<file path="src/rtl/asgo_pkg.sv">
// Package: register map, field positions and reset values of the sync/gain/offset control block
package asgo_pkg;

	// ******************************************************************
	// Register offsets
	// ******************************************************************
	localparam logic [7:0] ADDR_INPUT_CONFIG  = 8'h05;
	localparam logic [7:0] ADDR_RED_GAIN      = 8'h06;
	localparam logic [7:0] ADDR_GREEN_GAIN    = 8'h07;
	localparam logic [7:0] ADDR_BLUE_GAIN     = 8'h08;
	localparam logic [7:0] ADDR_RED_OFFSET    = 8'h09;
	localparam logic [7:0] ADDR_GREEN_OFFSET  = 8'h0a;
	localparam logic [7:0] ADDR_BLUE_OFFSET   = 8'h0b;
	localparam logic [7:0] ADDR_OFFSET_FINE   = 8'h0c;
	localparam logic [7:0] ADDR_BW_PEAK       = 8'h0d;
	localparam logic [7:0] ADDR_CLAMP_SRC     = 8'h13;
	localparam logic [7:0] ADDR_BLACK_CFG     = 8'h17;
	localparam logic [7:0] ADDR_LOOP_GAIN     = 8'h1c;
	localparam logic [7:0] ADDR_STATUS        = 8'h30;

	// ******************************************************************
	// Field positions
	// ******************************************************************
	localparam int SEL_LSB          = 3;
	localparam int MASK_DIS_BIT     = 6;
	localparam int HOUT_MASK_DIS    = 7;
	localparam int RANGE_BIT        = 0;
	localparam int FINE_LSB         = 2;
	localparam int BW_LSB           = 1;
	localparam int PEAK_LSB         = 4;
	localparam int EXT_CLAMP_LSB    = 4;
	localparam int AUTO_OFF_BIT     = 0;

	// ******************************************************************
	// Reset values and the fast loop gain code
	// ******************************************************************
	localparam logic [7:0] RST_INPUT_CONFIG = 8'h00;
	localparam logic [7:0] RST_GAIN         = 8'h55;
	localparam logic [7:0] RST_OFFSET       = 8'h80;
	localparam logic [7:0] RST_OFFSET_FINE  = 8'h00;
	localparam logic [7:0] RST_BW_PEAK      = 8'h0e;
	localparam logic [7:0] RST_CLAMP_SRC    = 8'h00;
	localparam logic [7:0] RST_BLACK_CFG    = 8'h00;
	localparam logic [7:0] RST_LOOP_GAIN    = 8'h49;
	localparam logic [7:0] LOOP_GAIN_FAST   = 8'h4c;

	// ******************************************************************
	// Timing
	// ******************************************************************
	localparam longint CLK_HZ           = 40000000;
	localparam longint GAIN_TIMEOUT_MS  = 100;
	localparam longint GAIN_TIMEOUT_CYC = (GAIN_TIMEOUT_MS * CLK_HZ) / 1000;

	// Horizontal timing source
	typedef enum logic [1:0] {
		SRC_SEPARATE,
		SRC_COMPOSITE_SYNC_ON_HSYNC,
		SRC_SYNC_ON_GREEN
	} asgo_src_t;

	// Decode of the two-bit source select field
	function automatic asgo_src_t asgo_src_dec(input logic [1:0] f);
		unique case (f)
			2'h1:    asgo_src_dec = SRC_COMPOSITE_SYNC_ON_HSYNC;
			2'h2:    asgo_src_dec = SRC_SYNC_ON_GREEN;
			default: asgo_src_dec = SRC_SEPARATE;
		endcase
	endfunction : asgo_src_dec

endpackage : asgo_pkg

</file>
<file path="src/rtl/asgo_sync_sync.sv">
// Two-flop synchroniser for asynchronous level inputs
`timescale 1ns/10ps
module asgo_sync_sync
	import asgo_pkg::*;
#(
	parameter int WIDTH = 1
) (
	// Clock and reset
	input  wire logic             i_clk,
	input  wire logic             i_rstn,
	// Data
	input  wire logic [WIDTH-1:0] i_async,
	output logic      [WIDTH-1:0] o_sync
);

	logic [WIDTH-1:0] meta_ff;
	logic [WIDTH-1:0] sync_ff;

	always_ff @(posedge i_clk or negedge i_rstn) begin
		if (!i_rstn) begin
			meta_ff <= '0;
			sync_ff <= '0;
		end else begin
			meta_ff <= i_async;
			sync_ff <= meta_ff;
		end
	end

	assign o_sync = sync_ff;

endmodule : asgo_sync_sync

</file>
<file path="src/rtl/asgo_gain_lane.sv">
// One channel's gain holding register, loaded on the line clamp strobe or on timeout
`timescale 1ns/10ps
module asgo_gain_lane
	import asgo_pkg::*;
(
	// Clock and reset
	input  wire logic       i_clk,
	input  wire logic       i_rstn,
	// Control
	input  wire logic       i_load,
	input  wire logic [7:0] i_code,
	// Amplifier side
	output logic      [7:0] o_gain
);

	logic [7:0] gain_ff;

	always_ff @(posedge i_clk or negedge i_rstn) begin
		if (!i_rstn) begin
			gain_ff <= RST_GAIN;
		end else if (i_load) begin
			gain_ff <= i_code;
		end
	end

	assign o_gain = gain_ff;

endmodule : asgo_gain_lane

</file>
<file path="src/rtl/asgo_ctrl.sv">
// Top: sync masking, loop gain, channel gain update, bandwidth/peaking and offset control
//
// What this block does
// Horizontal timing from separate syncs, composite on hsync, or composite on green.
// Copy-protection mask is ANDed into green composite sync before the clock loop.
// Input config bit 6 set disables the copy-protection masking.
// With masking enabled, the mask is also applied to the hsync output.
// Input config bit 7 set leaves the hsync output unmasked.
// Loop gain value 0x4c gives full phase gain, low frequency gain.
// Software should keep loop gain at default 0x49 except for tape sources.
// Gain is one half plus code over 170; unity is code 0x55.
// Written gain reaches the amplifier on the next per-line clamp strobe.
// Without line strobes a gain write applies after at most 100 ms.
// Bandwidth bits 3:1 select one of eight filter corners; bit 0 ignored.
// Bandwidth bits 7:4 select peaking zero; zero disables peaking.
// Software should treat peaking codes above 0x2 as advanced adjustments.
// In automatic mode offset registers are a digital adder in one LSB steps.
// In manual mode the 10-bit offset converter takes register bits directly.
// Offset fine register bit 0 halves the offset converter swing in both modes.
// In reduced range one converter step weighs one eighth of an LSB.
// Automatic black level runs once per line after hsync trailing edge.
// Without detected copy protection composite sync passes unchanged.
// Every configuration register is eight bits and reads back as written.
//
// Implementation choice: the address-and-strobe port.
`timescale 1ns/10ps
module asgo_ctrl
	import asgo_pkg::*;
#(
	parameter int GAIN_TIMEOUT = int'(GAIN_TIMEOUT_CYC)
) (
	// Clock and reset
	input  wire logic       i_clk,
	input  wire logic       i_rstn,
	// Register port
	input  wire logic [7:0] i_addr,
	input  wire logic [7:0] i_wdata,
	input  wire logic       i_wr,
	input  wire logic       i_rd,
	output logic      [7:0] o_rdata,
	// Sync inputs from pins
	input  wire logic       i_hsync,
	input  wire logic       i_vsync,
	input  wire logic       i_sync_on_green,
	input  wire logic       i_cp_detect,
	input  wire logic       i_cp_mask_n,
	input  wire logic       i_ext_clamp,
	// Sync outputs
	output logic            o_loop_sync,
	output logic            o_hsync,
	output logic            o_vsync,
	// Gain outputs to amplifiers
	output logic      [7:0] o_red_gain,
	output logic      [7:0] o_green_gain,
	output logic      [7:0] o_blue_gain,
	// Analog controls
	output logic      [7:0] o_loop_gain,
	output logic      [2:0] o_bw_sel,
	output logic      [3:0] o_peak_sel,
	output logic            o_offset_half_range,
	output logic            o_black_level_run,
	// Offset converter codes and digital adders
	output logic      [9:0] o_red_dac,
	output logic      [9:0] o_green_dac,
	output logic      [9:0] o_blue_dac,
	output logic      [7:0] o_red_adder,
	output logic      [7:0] o_green_adder,
	output logic      [7:0] o_blue_adder,
	output logic            o_auto_mode
);

	// ******************************************************************
	// Registers
	// ******************************************************************
	logic [7:0] input_configuration_ff;
	logic [7:0] gain_ff [3];
	logic [7:0] offset_ff [3];
	logic [7:0] offset_fine_and_range_ff;
	logic [7:0] bandwidth_and_peaking_ff;
	logic [7:0] clamp_source_select_ff;
	logic [7:0] black_level_config_ff;
	logic [7:0] clock_loop_gain_ff;
	logic [7:0] rdata_ff;
	logic [7:0] nxt_rdata;

	// Every register is a plain byte that reads back what was written
	always_ff @(posedge i_clk or negedge i_rstn) begin
		if (!i_rstn) begin
			input_configuration_ff   <= RST_INPUT_CONFIG;
			offset_fine_and_range_ff <= RST_OFFSET_FINE;
			bandwidth_and_peaking_ff <= RST_BW_PEAK;
			clamp_source_select_ff   <= RST_CLAMP_SRC;
			black_level_config_ff    <= RST_BLACK_CFG;
			clock_loop_gain_ff       <= RST_LOOP_GAIN;
		end else if (i_wr) begin
			unique case (i_addr)
				ADDR_INPUT_CONFIG: input_configuration_ff   <= i_wdata;
				ADDR_OFFSET_FINE:  offset_fine_and_range_ff <= i_wdata;
				ADDR_BW_PEAK:      bandwidth_and_peaking_ff <= i_wdata;
				ADDR_CLAMP_SRC:    clamp_source_select_ff   <= i_wdata;
				ADDR_BLACK_CFG:    black_level_config_ff    <= i_wdata;
				ADDR_LOOP_GAIN:    clock_loop_gain_ff       <= i_wdata;
				default: ;
			endcase
		end
	end

	// Per-channel gain and offset bytes, red/green/blue in index order
	genvar ch;
	generate
		for (ch = 0; ch < 3; ch++) begin : g_chan
			always_ff @(posedge i_clk or negedge i_rstn) begin
				if (!i_rstn) begin
					gain_ff[ch]   <= RST_GAIN;
					offset_ff[ch] <= RST_OFFSET;
				end else if (i_wr) begin
					if (i_addr == ADDR_RED_GAIN + 8'(ch)) begin
						gain_ff[ch] <= i_wdata;
					end
					if (i_addr == ADDR_RED_OFFSET + 8'(ch)) begin
						offset_ff[ch] <= i_wdata;
					end
				end
			end
		end
	endgenerate

	// ******************************************************************
	// Read path
	// ******************************************************************
	logic [7:0] status_byte;

	always_comb begin
		nxt_rdata = 8'h00;
		unique case (i_addr)
			ADDR_INPUT_CONFIG: nxt_rdata = input_configuration_ff;
			ADDR_RED_GAIN:     nxt_rdata = gain_ff[0];
			ADDR_GREEN_GAIN:   nxt_rdata = gain_ff[1];
			ADDR_BLUE_GAIN:    nxt_rdata = gain_ff[2];
			ADDR_RED_OFFSET:   nxt_rdata = offset_ff[0];
			ADDR_GREEN_OFFSET: nxt_rdata = offset_ff[1];
			ADDR_BLUE_OFFSET:  nxt_rdata = offset_ff[2];
			ADDR_OFFSET_FINE:  nxt_rdata = offset_fine_and_range_ff;
			ADDR_BW_PEAK:      nxt_rdata = bandwidth_and_peaking_ff;
			ADDR_CLAMP_SRC:    nxt_rdata = clamp_source_select_ff;
			ADDR_BLACK_CFG:    nxt_rdata = black_level_config_ff;
			ADDR_LOOP_GAIN:    nxt_rdata = clock_loop_gain_ff;
			ADDR_STATUS:       nxt_rdata = status_byte;
			default:           nxt_rdata = 8'h00;
		endcase
	end

	// Unmapped reads and idle cycles return zero
	always_ff @(posedge i_clk or negedge i_rstn) begin
		if (!i_rstn) begin
			rdata_ff <= 8'h00;
		end else begin
			rdata_ff <= i_rd ? nxt_rdata : 8'h00;
		end
	end

	// ******************************************************************
	// Sync inputs
	// ******************************************************************
	logic [5:0] pins_s;

	asgo_sync_sync #(
		.WIDTH (6)
	) u_pin_sync (
		.i_clk   (i_clk),
		.i_rstn  (i_rstn),
		.i_async ({i_ext_clamp, i_cp_mask_n, i_cp_detect, i_sync_on_green, i_vsync, i_hsync}),
		.o_sync  (pins_s)
	);

	logic      hs_s;
	logic      vs_s;
	logic      sog_s;
	logic      cp_det_s;
	logic      cp_mask_n_s;
	logic      ext_clamp_s;
	asgo_src_t src;

	assign hs_s        = pins_s[0];
	assign vs_s        = pins_s[1];
	assign sog_s       = pins_s[2];
	assign cp_det_s    = pins_s[3];
	assign cp_mask_n_s = pins_s[4];
	assign ext_clamp_s = pins_s[5];
	assign src         = asgo_src_dec(input_configuration_ff[SEL_LSB +: 2]);

	// ******************************************************************
	// Copy-protection masking
	// ******************************************************************
	logic mask_active;
	logic raw_hsync;
	logic loop_sync;
	logic hout_sync;

	// Mask only bites when protection is seen; else sync passes untouched
	assign mask_active = cp_det_s & ~input_configuration_ff[MASK_DIS_BIT];

	always_comb begin
		unique case (src)
			SRC_COMPOSITE_SYNC_ON_HSYNC: raw_hsync = hs_s;
			SRC_SYNC_ON_GREEN:  raw_hsync = sog_s;
			default:            raw_hsync = hs_s;
		endcase
	end

	assign loop_sync = (src == SRC_SYNC_ON_GREEN && mask_active) ? (raw_hsync & cp_mask_n_s) : raw_hsync;
	assign hout_sync = (mask_active && !input_configuration_ff[HOUT_MASK_DIS]) ?
	                   (raw_hsync & cp_mask_n_s) : raw_hsync;

	logic loop_sync_ff;
	logic hsync_ff;
	logic vsync_ff;

	always_ff @(posedge i_clk or negedge i_rstn) begin
		if (!i_rstn) begin
			loop_sync_ff <= 1'b0;
			hsync_ff     <= 1'b0;
			vsync_ff     <= 1'b0;
		end else begin
			loop_sync_ff <= loop_sync;
			hsync_ff     <= hout_sync;
			vsync_ff     <= vs_s;
		end
	end

	// ******************************************************************
	// Line strobe and gain transfer
	// ******************************************************************
	logic        trail_edge;
	logic        use_ext_clamp;
	logic        ext_prev_ff;
	logic        line_strobe;
	logic [31:0] timeout_ff;
	logic        timeout_hit;
	logic        gain_load;

	// Trailing edge of active-high sync marks the line
	assign trail_edge    = hsync_ff & ~hout_sync;
	assign use_ext_clamp = |clamp_source_select_ff[EXT_CLAMP_LSB +: 2];
	assign line_strobe   = use_ext_clamp ? (ext_clamp_s & ~ext_prev_ff) : trail_edge;
	assign timeout_hit   = (timeout_ff == 32'(GAIN_TIMEOUT - 1));
	assign gain_load     = line_strobe | timeout_hit;

	// Fallback load so a write applies even with no line strobes
	always_ff @(posedge i_clk or negedge i_rstn) begin
		if (!i_rstn) begin
			timeout_ff  <= 32'h0000_0000;
			ext_prev_ff <= 1'b0;
		end else begin
			ext_prev_ff <= ext_clamp_s;
			timeout_ff  <= gain_load ? 32'h0000_0000 : timeout_ff + 32'h0000_0001;
		end
	end

	generate
		for (ch = 0; ch < 3; ch++) begin : g_gain
			logic [7:0] lane_gain;
			asgo_gain_lane u_lane (
				.i_clk  (i_clk),
				.i_rstn (i_rstn),
				.i_load (gain_load),
				.i_code (gain_ff[ch]),
				.o_gain (lane_gain)
			);
		end
	endgenerate

	// ******************************************************************
	// Offset control
	// ******************************************************************
	logic       auto_mode;
	logic [9:0] dac_ff [3];
	logic [7:0] adder_ff [3];
	logic       run_ff;
	logic       auto_ff;

	assign auto_mode = ~black_level_config_ff[AUTO_OFF_BIT];

	// Run pulse per line; mode flag turns in the same cycle as dacs and adders
	always_ff @(posedge i_clk or negedge i_rstn) begin
		if (!i_rstn) begin
			run_ff  <= 1'b0;
			auto_ff <= 1'b1;
		end else begin
			run_ff  <= auto_mode & trail_edge;
			auto_ff <= auto_mode;
		end
	end

	generate
		for (ch = 0; ch < 3; ch++) begin : g_off
			always_ff @(posedge i_clk or negedge i_rstn) begin
				if (!i_rstn) begin
					dac_ff[ch]   <= 10'h000;
					adder_ff[ch] <= RST_OFFSET;
				end else if (auto_mode) begin
					adder_ff[ch] <= offset_ff[ch];
				end else begin
					adder_ff[ch] <= RST_OFFSET;
					// Fine bits take the top two of the fine field
					dac_ff[ch]   <= {offset_ff[ch], offset_fine_and_range_ff[7:6]};
				end
			end
		end
	endgenerate

	// ******************************************************************
	// Status and outputs
	// ******************************************************************
	assign status_byte = {4'h0, mask_active, cp_det_s, auto_mode, src == SRC_SYNC_ON_GREEN};

	assign o_rdata             = rdata_ff;
	assign o_loop_sync         = loop_sync_ff;
	assign o_hsync             = hsync_ff;
	assign o_vsync             = vsync_ff;
	assign o_red_gain          = g_gain[0].lane_gain;
	assign o_green_gain        = g_gain[1].lane_gain;
	assign o_blue_gain         = g_gain[2].lane_gain;
	assign o_loop_gain         = clock_loop_gain_ff;
	assign o_bw_sel            = bandwidth_and_peaking_ff[BW_LSB +: 3];
	assign o_peak_sel          = bandwidth_and_peaking_ff[PEAK_LSB +: 4];
	assign o_offset_half_range = offset_fine_and_range_ff[RANGE_BIT];
	assign o_black_level_run   = run_ff;
	assign o_red_dac           = dac_ff[0];
	assign o_green_dac         = dac_ff[1];
	assign o_blue_dac          = dac_ff[2];
	assign o_red_adder         = adder_ff[0];
	assign o_green_adder       = adder_ff[1];
	assign o_blue_adder        = adder_ff[2];
	assign o_auto_mode         = auto_ff;

endmodule : asgo_ctrl

</file>
<file path="config.mk">
export PLATFORM = sky130hd
export DESIGN_NAME = asgo_ctrl
export DESIGN_NICKNAME = d
export VERILOG_FILES = /design/src/rtl/asgo_pkg.sv /design/src/rtl/asgo_sync_sync.sv /design/src/rtl/asgo_gain_lane.sv /design/src/rtl/asgo_ctrl.sv
export SDC_FILE = /design/constraint.sdc
export NUM_CORES = 1
export LEC_CHECK = 0
export BUFFER_PORTS_ARGS = -buffer_cell sky130_fd_sc_hd__buf_4
export CORE_MARGIN = 2
export CORE_UTILIZATION = 45
export CTS_BUF_LIST = sky130_fd_sc_hd__clkbuf_8
export CTS_CLUSTER_DIAMETER = 50
export DETAILED_ROUTE_END_ITERATION = 8
export PLACE_DENSITY = 0.67
export SYNTH_ARGS = -nofsm -noshare
export SYNTH_HDL_FRONTEND = slang
export SYNTH_SLANG_ARGS = --single-unit
</file>
<file path="constraint.sdc">
create_clock -name i_clk -period 2.4 [get_ports i_clk]
set_input_delay 0.6 -clock i_clk [delete_from_list [all_inputs] [get_ports i_clk]]
set_output_delay 0.6 -clock i_clk [all_outputs]
set_load 0.02 [all_outputs]
</file>
==> results of run 1 <==
## power by group through the flow
stage / Combinational [W] / Sequential, W / Clock [W]
after floorplan: 0.000366 / 0.00434 / 0
after global placement: 0.000826 / 0.00429 / 0
after detailed placement: 0.000841 / 0.00430 / 0
after CTS: 0.000843 / 0.00423 / 0.00357
after global routing: 0.000896 / 0.00425 / 0.00374
final: 0.000829 / 0.00423 / 0.00346
## metrics by stage
| step | setup slack [ns] | hold slack, ns | instance area (µm²) |
|---|---|---|---|
| after global routing | 0.191 | 0.0605 | 12100 |
| after global placement | -0.00733 | 0.332 | 11300 |
| after CTS | 0.332 | 0.0299 | 12100 |
| after detailed placement | 0.0277 | 0.336 | 11300 |
| after floorplan | 0.401 | 0.304 | 9920 |
| final | 0.336 | 0.0247 | 12100 |
## kinds of logic after synthesis
logic type / share of synthesized area (%)
AO/OA/AOI/OAI: 5.02
AND/OR/NAND/NOR: 12.0
adder cells (fa/ha/maj): 0.126
XOR/XNOR: 2.65
buffers and inverters: 3.28
flip-flops: 58.0
multiplexers: 18.9
## state kept, by name (all words and copies together), names as in the netlist, 8 cells and up
signal                    flops
black_level_config_ff         8
o_loop_gain                   8
o_rdata                       8
o_red_adder                   8
input_configuration_ff        8
o_blue_dac                    8
offset_fine_and_range_ff      8
o_green_dac                   8
o_red_dac                    10
o_green_adder                 8
gain_ff                      24
clamp_source_select_ff        8
o_blue_adder                  8
offset_ff                    24
timeout_ff                   32
g_gain.u_lane.o_gain         24
bandwidth_and_peaking_ff      8
## worst max path at each step
stage / startpoint / to / slack (ns) / depth (start not counted)
2_1_floorplan: i_addr[0] / input_configuration_ff[3]$_DFFE_PN0P_ / 0.40 / 6
3_3_place_gp: i_addr[7] / o_rdata[5]$_DFF_PN0_ / -0.007 / 8
3_5_place_dp: i_addr[7] / o_rdata[5]$_DFF_PN0_ / 0.03 / 8
4_1_cts: timeout_ff[0]$_DFF_PN0_ / timeout_ff[19]$_DFF_PN0_ / 0.33 / 8
5_1_grt: timeout_ff[0]$_DFF_PN0_ / timeout_ff[17]$_DFF_PN0_ / 0.19 / 8
6_report: timeout_ff[0]$_DFF_PN0_ / timeout_ff[19]$_DFF_PN0_ / 0.34 / 8
## layer usage
layer | part of all wire (%) | global-route usage [%] | up-vias
li1 | - | - | 2983
met1 | 45 | 29.4 | 3244
met2 | 47 | 32.8 | 201
met3 | 4.8 | 3.41 | 54
met4 | 3.1 | 7.58 | 0
met5 | 0 | 0 | -
## placed cells by master (no fill, tap or decap), types with 16 or more instances in the layout
master / Yosys / routed
nor2b_1: 25 / 25
dfrtp_1: 191 / 190
a22oi_1: 18 / 18
mux2_4: 16 / 16
nand3_1: 19 / 18
mux2_1: 25 / 25
dfstp_2: 37 / 37
clkbuf_8: 0 / 52
inv_1: 10 / 26
nor2_1: 49 / 49
xnor2_1: 22 / 22
mux2_2: 112 / 112
buf_4: 14 / 156
nand2_1: 20 / 20
## worst register-to-register path, stage by stage, from the launching register on
cell and delay, ns:
dfrtp_1 0.37, ha_1 0.30, nand4_4 0.21, nor2b_2 0.16, nand4_1 0.14, nand3_2 0.14, buf_12 0.23, buf_4 0.30
nor2_1 0.09
## final cells by class
| class | count | area (µm²) |
|---|---|---|
| fillers | 1859 | 9700 |
| inverters | 10 | 37.5 |
| clock buffers | 52 | 716 |
| repair buffers | 161 | 1270 |
| well taps | 280 | 350 |
| clock inverters | 20 | 82.6 |
| flip-flops and latches | 228 | 5750 |
| multi-input cells | 461 | 3850 |
==> run_results.csv, run 1 <==
group,metric,value,unit
clock_network,holdBufCountCts,0,
sta,setup_violations,0,
routing,wirelength,24.1,mm
critical_path,crit_family,"simple AND/OR/NAND/NOR gates",
critical_path,crit_arrival,2.46,ns
yosys,synth_commonest_cells,"dfrtp_1 (191), mux2_2 (112), nor2_1 (49)",
pwr,p_sw_share,25.3,%
routing,vias_per_cell,5.35,
sta,period_share,86.0,%
pwr,power.leakage,5.86,nW
min_path,hold_path.class,"input pin to async pin",
sta,finalClockSkew,0.0158,ns
yosys,yosysMostFrequentCell,"dfrtp_1",
global_routing,grt_usage,20.8,%
global_routing,grt_pass1_vias,6674,
yosys,async_reset_ff_share,100,%
finish,area_growth,21.5,%
place,dp_hpwl,17.2,mm
floorplanning,coreArea,0.0218,mm²
pwr,fin_total_pwr,0.00852,W
clock_network,clkLatencyLatePin,0.52,ns
sta,drv_slew,0,
place,place.gp.congestion,0.950,
critical_path,r2r-start,"timeout_ff[0]$_DFF_PN0_",
floorplanning,num_io_pins,133,
yosys,synth_edf_count,0,
sta,hold_viol_final,0,
run_status,status,"completed",
critical_path,cpPeakStageDelay,0.37,ns
yosys,ys_top_cells_by_area,"dfrtp_1 (48%), mux2_2 (13%), dfstp_2 (9.8%), mux2_1 (2.8%), mux2_4 (2.4%)",
global_routing,grt-ovfl-total,0,
critical_path,crit_path_max_fanout,35,
yosys,syn_nets,776,
global_routing,grt_first_pass_wirelength,38.2,mm
finish,final_nets,930,
yosys,synthDominantAreaCellType,"dfrtp_1",
routing,detail_route.wl_per_cell,19.9,µm
clock_network,htreeDepth,2,
clock_network,numCtsBuffers,41,
finish,stdcell_count,1212,
finish,num_antenna_cells,0,
yosys,yosys_warnings,0,
critical_path,r2r_cells,8,
yosys,synth_top_cell_area_share,48.2,%
routing,drc_errors,0,
critical_path,path_buf_inv,2,
yosys,yosysUniqueCellTypes,62,
yosys,ys.flop_type,"dfrtp_1",
critical_path,reg2reg_to,"timeout_ff[19]$_DFF_PN0_",
floorplanning,initial_utilization,45.6,%
place,io_buffers,132,
pwr,power_frac_seq,49.6,%
clock_network,cts_buffer_depth,3,
finish,layout-drive-gt1-share,44.0,%
clock_network,cts_root_buf,"clkbuf_8",
yosys,netlist_instances,749,
global_routing,grt_max_degree,64,
clock_network,path_clk_slew,0.06,ns
clock_network,clock-sinks,228,
routing,final_antenna_net_count,0,
critical_path,cp.required,2.79,ns
sta,clock.fmax,485,MHz
sta,fin_tns_setup,0,ns
pwr,switchingPower,0.00215,W
critical_path,cp-end-kind,"flop",
routing,num_vias,6482,
pwr,p_int,0.00637,W
sta,max_slew_margin,45.8,%
routing,drtIter0Drc,318,
yosys,syn_area_per_cell,13.2,µm²
sta,rsz0062_at_grt,"false",
yosys,seq_area_frac_synth,58.0,%
critical_path,start_kind,"flop",
place,dp_cells,1140,
flow_run,cap_violations,0,
pwr,ir_drop,0.000394,V
sta,worstMarginPinSlew,0.805,ns
floorplanning,dieArea,0.0232,mm²
yosys,yosys_register_bits,228,
clock_network,post_cts_resized,0,
finish,final_core_util,55.4,%
floorplanning,rows,54,
critical_path,critPathKind,"flop to flop",
floorplanning,die_w,152,µm
critical_path,path_cells,"ha_1 -> nand4_4 -> nor2b_2 -> nand4_1 -> nand3_2 -> buf_12 -> buf_4 -> nor2_1",
yosys,syn-cell-area,0.00992,mm²
global_routing,antenna_found_initial,0,
critical_path,rrSetupSlack,0.34,ns
floorplanning,dieHeight,152,µm
routing,firstDrtPassIters,5,
sta,period_minus_slack,2.06,ns
pwr,powerDensity,707,mW/mm²
clock_network,cts_tree,"built",
pwr,pwr-share-comb,9.7,%
pwr,p_clk_share,40.6,%
clock_network,post_cts_buffers,0,
critical_path,cpMaxStageDelayCell,"dfrtp_1",
No activity file was read; power rests on OpenSTA's default activity.
==> run 2, diff against run 1 <==
Settings changed: CORE_UTILIZATION 45 to 54, PLACE_DENSITY 0.67 to 0.8.
Clock period 2.4 ns to 1.7 ns, I/O delays scaled along.
==> run 2 against run 1 <==
  * The flow now finishes with violations (setup timing)
  * Global-route usage rose by 5.1 points
  * Final cell count rose by 2.8%
  * Critical endpoint is now g_gain[0].u_lane.o_gain[7]$_DFFE_PN0N_
  * Setup slack got worse by 0.51 ns
  * Routed wire length rose by 4.1%
  * Combinational power rose by 63%
==> run_results.csv, run 2 (synthesized netlist as in run 1, its figures left out) <==
group,metric,value,unit
run_status,status,"finished with violations",
run_status,violations,"setup timing",
routing,firstDrtPassIters,5,
critical_path,crit_arrival,2.27,ns
floorplanning,dieHeight,140,µm
finish,final_core_util,71.1,%
sta,max_slew_margin,67.6,%
floorplanning,rows,49,
sta,postLayoutSetupSlackWorst,-0.171,ns
critical_path,path_cells,"nor4_2 -> and3_1 -> nand4_1 -> nand3_2 -> buf_12 -> mux2_2",
critical_path,crit_family,"simple AND/OR/NAND/NOR gates",
clock_network,cts_root_buf,"clkbuf_8",
pwr,powerDensity,932,mW/mm²
global_routing,antenna_found_initial,0,
floorplanning,coreArea,0.0180,mm²
sta,setup_violations,50,
routing,vias_per_cell,5.60,
critical_path,crit_path_max_fanout,21,
finish,final_common_cell,"buf_4",
routing,wl_met3,1.21,mm
clock_network,path_clk_slew,0.06,ns
finish,fill_cells,1237,
critical_path,cpMaxStageDelayCell,"dfrtp_1",
place,io_buffers,132,
finish,largest_reg_flops,32,
global_routing,grt_first_pass_wirelength,39.7,mm
min_path,hold_path.class,"input pin to flop",
routing,drtIter0Drc,501,
finish,area_growth,28.8,%
global_routing,grt_usage,25.9,%
floorplanning,num_io_pins,133,
routing,wirelength,25.0,mm
global_routing,grt_pass1_vias,7240,
global_routing,grt_max_degree,49,
sta,rsz0062_at_grt,"true",
floorplanning,dieArea,0.0195,mm²
critical_path,cp.required,2.09,ns
sta,fin_tns_setup,-4.30,ns
pwr,fin_total_pwr,0.0119,W
clock_network,cts_buffer_depth,3,
sta,period_share,110,%
routing,detail_route.wl_per_cell,20.1,µm
global_routing,grt-ovfl-total,0,
sta,worstMarginPinSlew,0.487,ns
routing,route.met2.wl,12.2,mm
sta,period_minus_slack,1.87,ns
finish,max_flop_register,"timeout_ff",
sta,drv_slew,0,
critical_path,path_buf_inv,1,
routing,wl_met1,10.7,mm
clock_network,clock-sinks,228,
pwr,power.leakage,6.32,nW
clock_network,clkLatencyLatePin,0.53,ns
critical_path,cp-end-kind,"flop",
sta,hold_viol_final,0,
clock_network,cts_tree,"built",
place,dp_hpwl,18.1,mm
sta,whs,0.0201,ns
floorplanning,initial_utilization,55.2,%
flow_run,cap_violations,0,
clock_network,htreeDepth,2,
routing,drc_errors,0,
finish,layout-drive-gt1-share,50.6,%
finish,most-common-layout-cells,"buf_4 (238), dfrtp_1 (190), mux2_2 (112), nor2_1 (49), clkbuf_8 (47)",
floorplanning,die_w,140,µm
critical_path,cpPeakStageDelay,0.40,ns
sta,finalClockSkew,0.0188,ns
finish,final_nets,1017,
critical_path,start_kind,"flop",
routing,final_antenna_net_count,0,
routing,num_vias,6976,
finish,num_antenna_cells,0,
critical_path,critPathKind,"flop to flop",
place,place.gp.congestion,1.00,
clock_network,numCtsBuffers,37,
routing,maxUsedRoutingLayer,"met4",
sta,clock.fmax,535,MHz
place,dpl_worst_slack,-0.428,ns
pwr,ir_drop,0.000666,V
-- run 2: layout make-up --
type / count / area, µm² / area share (%)
clock buffers: 47 / 647 / 5.06
flip-flops and latches: 228 / 5750 / 45.0
repair buffers: 252 / 1990 / 15.6
inverters: 10 / 37.5 / 0.294
multi-input cells: 461 / 3970 / 31.1
well taps: 229 / 287 / 2.24
clock inverters: 19 / 87.6 / 0.685
-- run 2: path summary, 6_finish.rpt --
kind                                                  from                                endpoint  slack (ns)  cells after the start
max                               timeout_ff[25]$_DFF_PN0_  g_gain[0].u_lane.o_gain[7]$_DFFE_PN0N_       -0.17                      6
min                                            i_cp_detect         u_pin_sync.meta_ff[3]$_DFF_PN0_        0.02                      1
max reg2reg                       timeout_ff[25]$_DFF_PN0_  g_gain[0].u_lane.o_gain[7]$_DFFE_PN0N_       -0.17                      6
min reg2reg                u_pin_sync.meta_ff[5]$_DFF_PN0_          u_pin_sync.o_sync[5]$_DFF_PN0_        0.34                      0
max in group asynchronous                           i_rstn                   o_auto_mode$_DFF_PN1_        0.70                      3
min in group asynchronous                           i_rstn          u_pin_sync.o_sync[3]$_DFF_PN0_        0.39                      2
-- run 2: metrics by stage --
stage | cell area [µm²] | std cells
after floorplan | 10000 | 749
after global placement | 11900 | 1173
after detailed placement | 11900 | 1173
after CTS | 12700 | 1245
after global routing | 12800 | 1246
final | 12800 | 1246
-- run 2: power by group --
group	switching (W)	leakage [nW]	total (W)	internal, W
clock network	0.00210	0.424	0.00459	0.00249
registers	0.000226	2.99	0.00597	0.00574
logic	0.000720	2.92	0.00135	0.000633
-- run 2: timing repair --
action / in CTS / in global routing
pin swaps: 1 / 1
endpoints found under the setup margin: 56 / 57
setup buffers: 1 / 1
hold endpoints to repair: 38 / 0
hold buffers: 5 / 0
gates resized for setup: 2 / 10
-- run 2: per-layer routing --
layer,GRT usage [%],vias up
met2,42.0,228
met5,0,-
met4,10.9,0
met1,35.1,3530
li1,-,3153
met3,4.27,65
==> run 3, diff against run 2 <==
Settings changed: BUFFER_PORTS_ARGS -buffer_cell sky130_fd_sc_hd__buf_4 to -buffer_cell sky130_fd_sc_hd__clkbuf_2.
==> run 3 against run 2 <==
  * The run still ends with setup timing left
  * Clock power grew 4%
  * Critical path type unchanged
  * Largest power group unchanged
  * Final area fell by 2.0%
  * Clock skew fell by 0.0013 ns
  * Total power is 0.93% higher
  * Combinational power fell by 4%
  * Die area unchanged
==> run_results.csv, run 3 (synthesized netlist as in run 1, its figures left out) <==
group,metric,value,unit
routing,vias_per_cell,5.58,
sta,setup_violations,54,
finish,num_antenna_cells,0,
place,io_buffers,132,
sta,period_share,114,%
critical_path,crit_path_max_fanout,7,
floorplanning,rows,49,
sta,period_minus_slack,1.94,ns
routing,final_antenna_net_count,0,
finish,largest_reg_flops,32,
routing,wirelength,24.7,mm
floorplanning,num_io_pins,133,
routing,route.met2.wl,11.7,mm
routing,drc_errors,0,
floorplanning,initial_utilization,55.2,%
clock_network,clock-sinks,228,
critical_path,crit_arrival,2.36,ns
sta,drv_slew,0,
global_routing,grt_first_pass_wirelength,39.3,mm
sta,hold_viol_final,0,
critical_path,critPathKind,"flop to flop",
routing,detail_route.wl_per_cell,19.8,µm
global_routing,grt_pass1_vias,7187,
global_routing,grt_max_degree,46,
sta,clock.fmax,516,MHz
finish,layout-drive-gt1-share,50.1,%
routing,num_vias,6941,
routing,firstDrtPassIters,5,
sta,worstMarginPinSlew,0.416,ns
clock_network,clkLatencyLatePin,0.54,ns
flow_run,cap_violations,0,
routing,wl_met3,1.58,mm
routing,maxUsedRoutingLayer,"met4",
place,place.gp.congestion,0.938,
floorplanning,dieHeight,140,µm
finish,most-common-layout-cells,"dfrtp_1 (190), clkbuf_2 (124), mux2_2 (112), buf_4 (99), nor2_1 (49)",
global_routing,grt-ovfl-total,0,
place,dp_cells,1166,
sta,rsz0062_at_grt,"true",
pwr,power.leakage,6.25,nW
global_routing,antenna_found_initial,0,
routing,drtIter0Drc,480,
critical_path,cp-end-kind,"flop",
finish,final_common_cell,"dfrtp_1",
critical_path,cp.required,2.12,ns
run_status,status,"finished with violations",
sta,finalClockSkew,0.0175,ns
clock_network,path_clk_slew,0.07,ns
global_routing,grt_usage,25.6,%
finish,fill_cells,1242,
place,dp_hpwl,17.7,mm
pwr,ir_drop,0.000751,V
sta,whs,0.243,ns
pwr,powerDensity,960,mW/mm²
clock_network,cts_buffer_depth,3,
critical_path,start_kind,"flop",
sta,postLayoutSetupSlackWorst,-0.238,ns
floorplanning,dieArea,0.0195,mm²
finish,area_growth,26.3,%
floorplanning,coreArea,0.0180,mm²
clock_network,htreeDepth,2,
sta,max_slew_margin,71.9,%
clock_network,cts_tree,"built",
routing,wl_met1,10.6,mm
finish,final_nets,1013,
min_path,hold_path.class,"input pin to flop",
clock_network,numCtsBuffers,37,
floorplanning,die_w,140,µm
finish,max_flop_register,"timeout_ff",
finish,stdcell_count,1244,
clock_network,cts_root_buf,"clkbuf_8",
pwr,fin_total_pwr,0.0120,W
run_status,violations,"setup timing",
[run 3: changes by cell type in the layout (fill, tap and decap cells not counted), sizes merged]
cell / change
clkinvlp: -1
dlygate4sd3: +2
clkinv: +3
buf: -131
clkbuf: +124
bufinv: +1
[run 3: final cells by class]
type	instances	area, µm²	share of cell area (%)
multi-input cells	461	3960	31.6
flip-flops and latches	228	5750	45.9
repair buffers	248	1720	13.7
inverters	10	37.5	0.300
clock buffers	46	633	5.05
well taps	229	287	2.29
clock inverters	22	130	1.04
[run 3: worst paths after layout]
kind | start | endpoint | slack, ns | cells past startpoint
max | timeout_ff[8]$_DFF_PN0_ | g_gain[1].u_lane.o_gain[7]$_DFFE_PN0N_ | -0.24 | 6
min | i_rd | o_rdata[7]$_DFF_PN0_ | 0.24 | 4
max reg2reg | timeout_ff[8]$_DFF_PN0_ | g_gain[1].u_lane.o_gain[7]$_DFFE_PN0N_ | -0.24 | 6
min reg2reg | u_pin_sync.meta_ff[0]$_DFF_PN0_ | u_pin_sync.o_sync[0]$_DFF_PN0_ | 0.35 | 0
max in group asynchronous | i_rstn | timeout_ff[30]$_DFF_PN0_ | 0.68 | 3
min in group asynchronous | i_rstn | o_vsync$_DFF_PN0_ | 0.40 | 2
[run 3: what timing repair did]
| action | 4_1_cts | 5_1_grt |
|---|---|---|
| gates resized for setup | 6 | 18 |
| endpoints found under the hold margin | 38 | 0 |
| buffers inserted | 2 | 0 |
| pin swaps | 0 | 2 |
| gates cloned | 0 | 1 |
| endpoints found under the setup margin | 58 | 62 |
| hold buffers | 7 | 0 |
[run 3: per-layer routing]
| metal | vias to the layer above | GRT usage, % |
|---|---|---|
| met5 | - | 0 |
| met4 | 0 | 10.9 |
| met3 | 66 | 4.23 |
| met2 | 270 | 40.8 |
| met1 | 3454 | 35.1 |
| li1 | 3151 | - |
[run 3: critical path, cell delays in order, from the launching register on]
cell and delay [ns]:
dfrtp_1 0.39, nor4_2 0.29, and3_1 0.21, nand4_1 0.22, nand3_4 0.20, buf_4 0.19
mux2_2 0.34
[run 3: report_power, final]
part	total (W)	switching, W	internal, W
Sequential	0.00596	0.000217	0.00574
Combinational	0.00129	0.000735	0.000555
Clock	0.00478	0.00216	0.00262
[run 3: per-stage QoR]
step | setup TNS, ns | instance area, µm² | worst slack, ns | utilization, %
floorplan | -1.09 | 10000 | -0.0630 | -
global placement | -26.31 | 11600 | -0.372 | 64.4
detailed placement | -30.54 | 11600 | -0.344 | 64.4
CTS | -7.11 | 12400 | -0.196 | 69.3
global route | -11.28 | 12500 | -0.292 | 69.7
finish | -8.08 | 12500 | -0.238 | 69.7
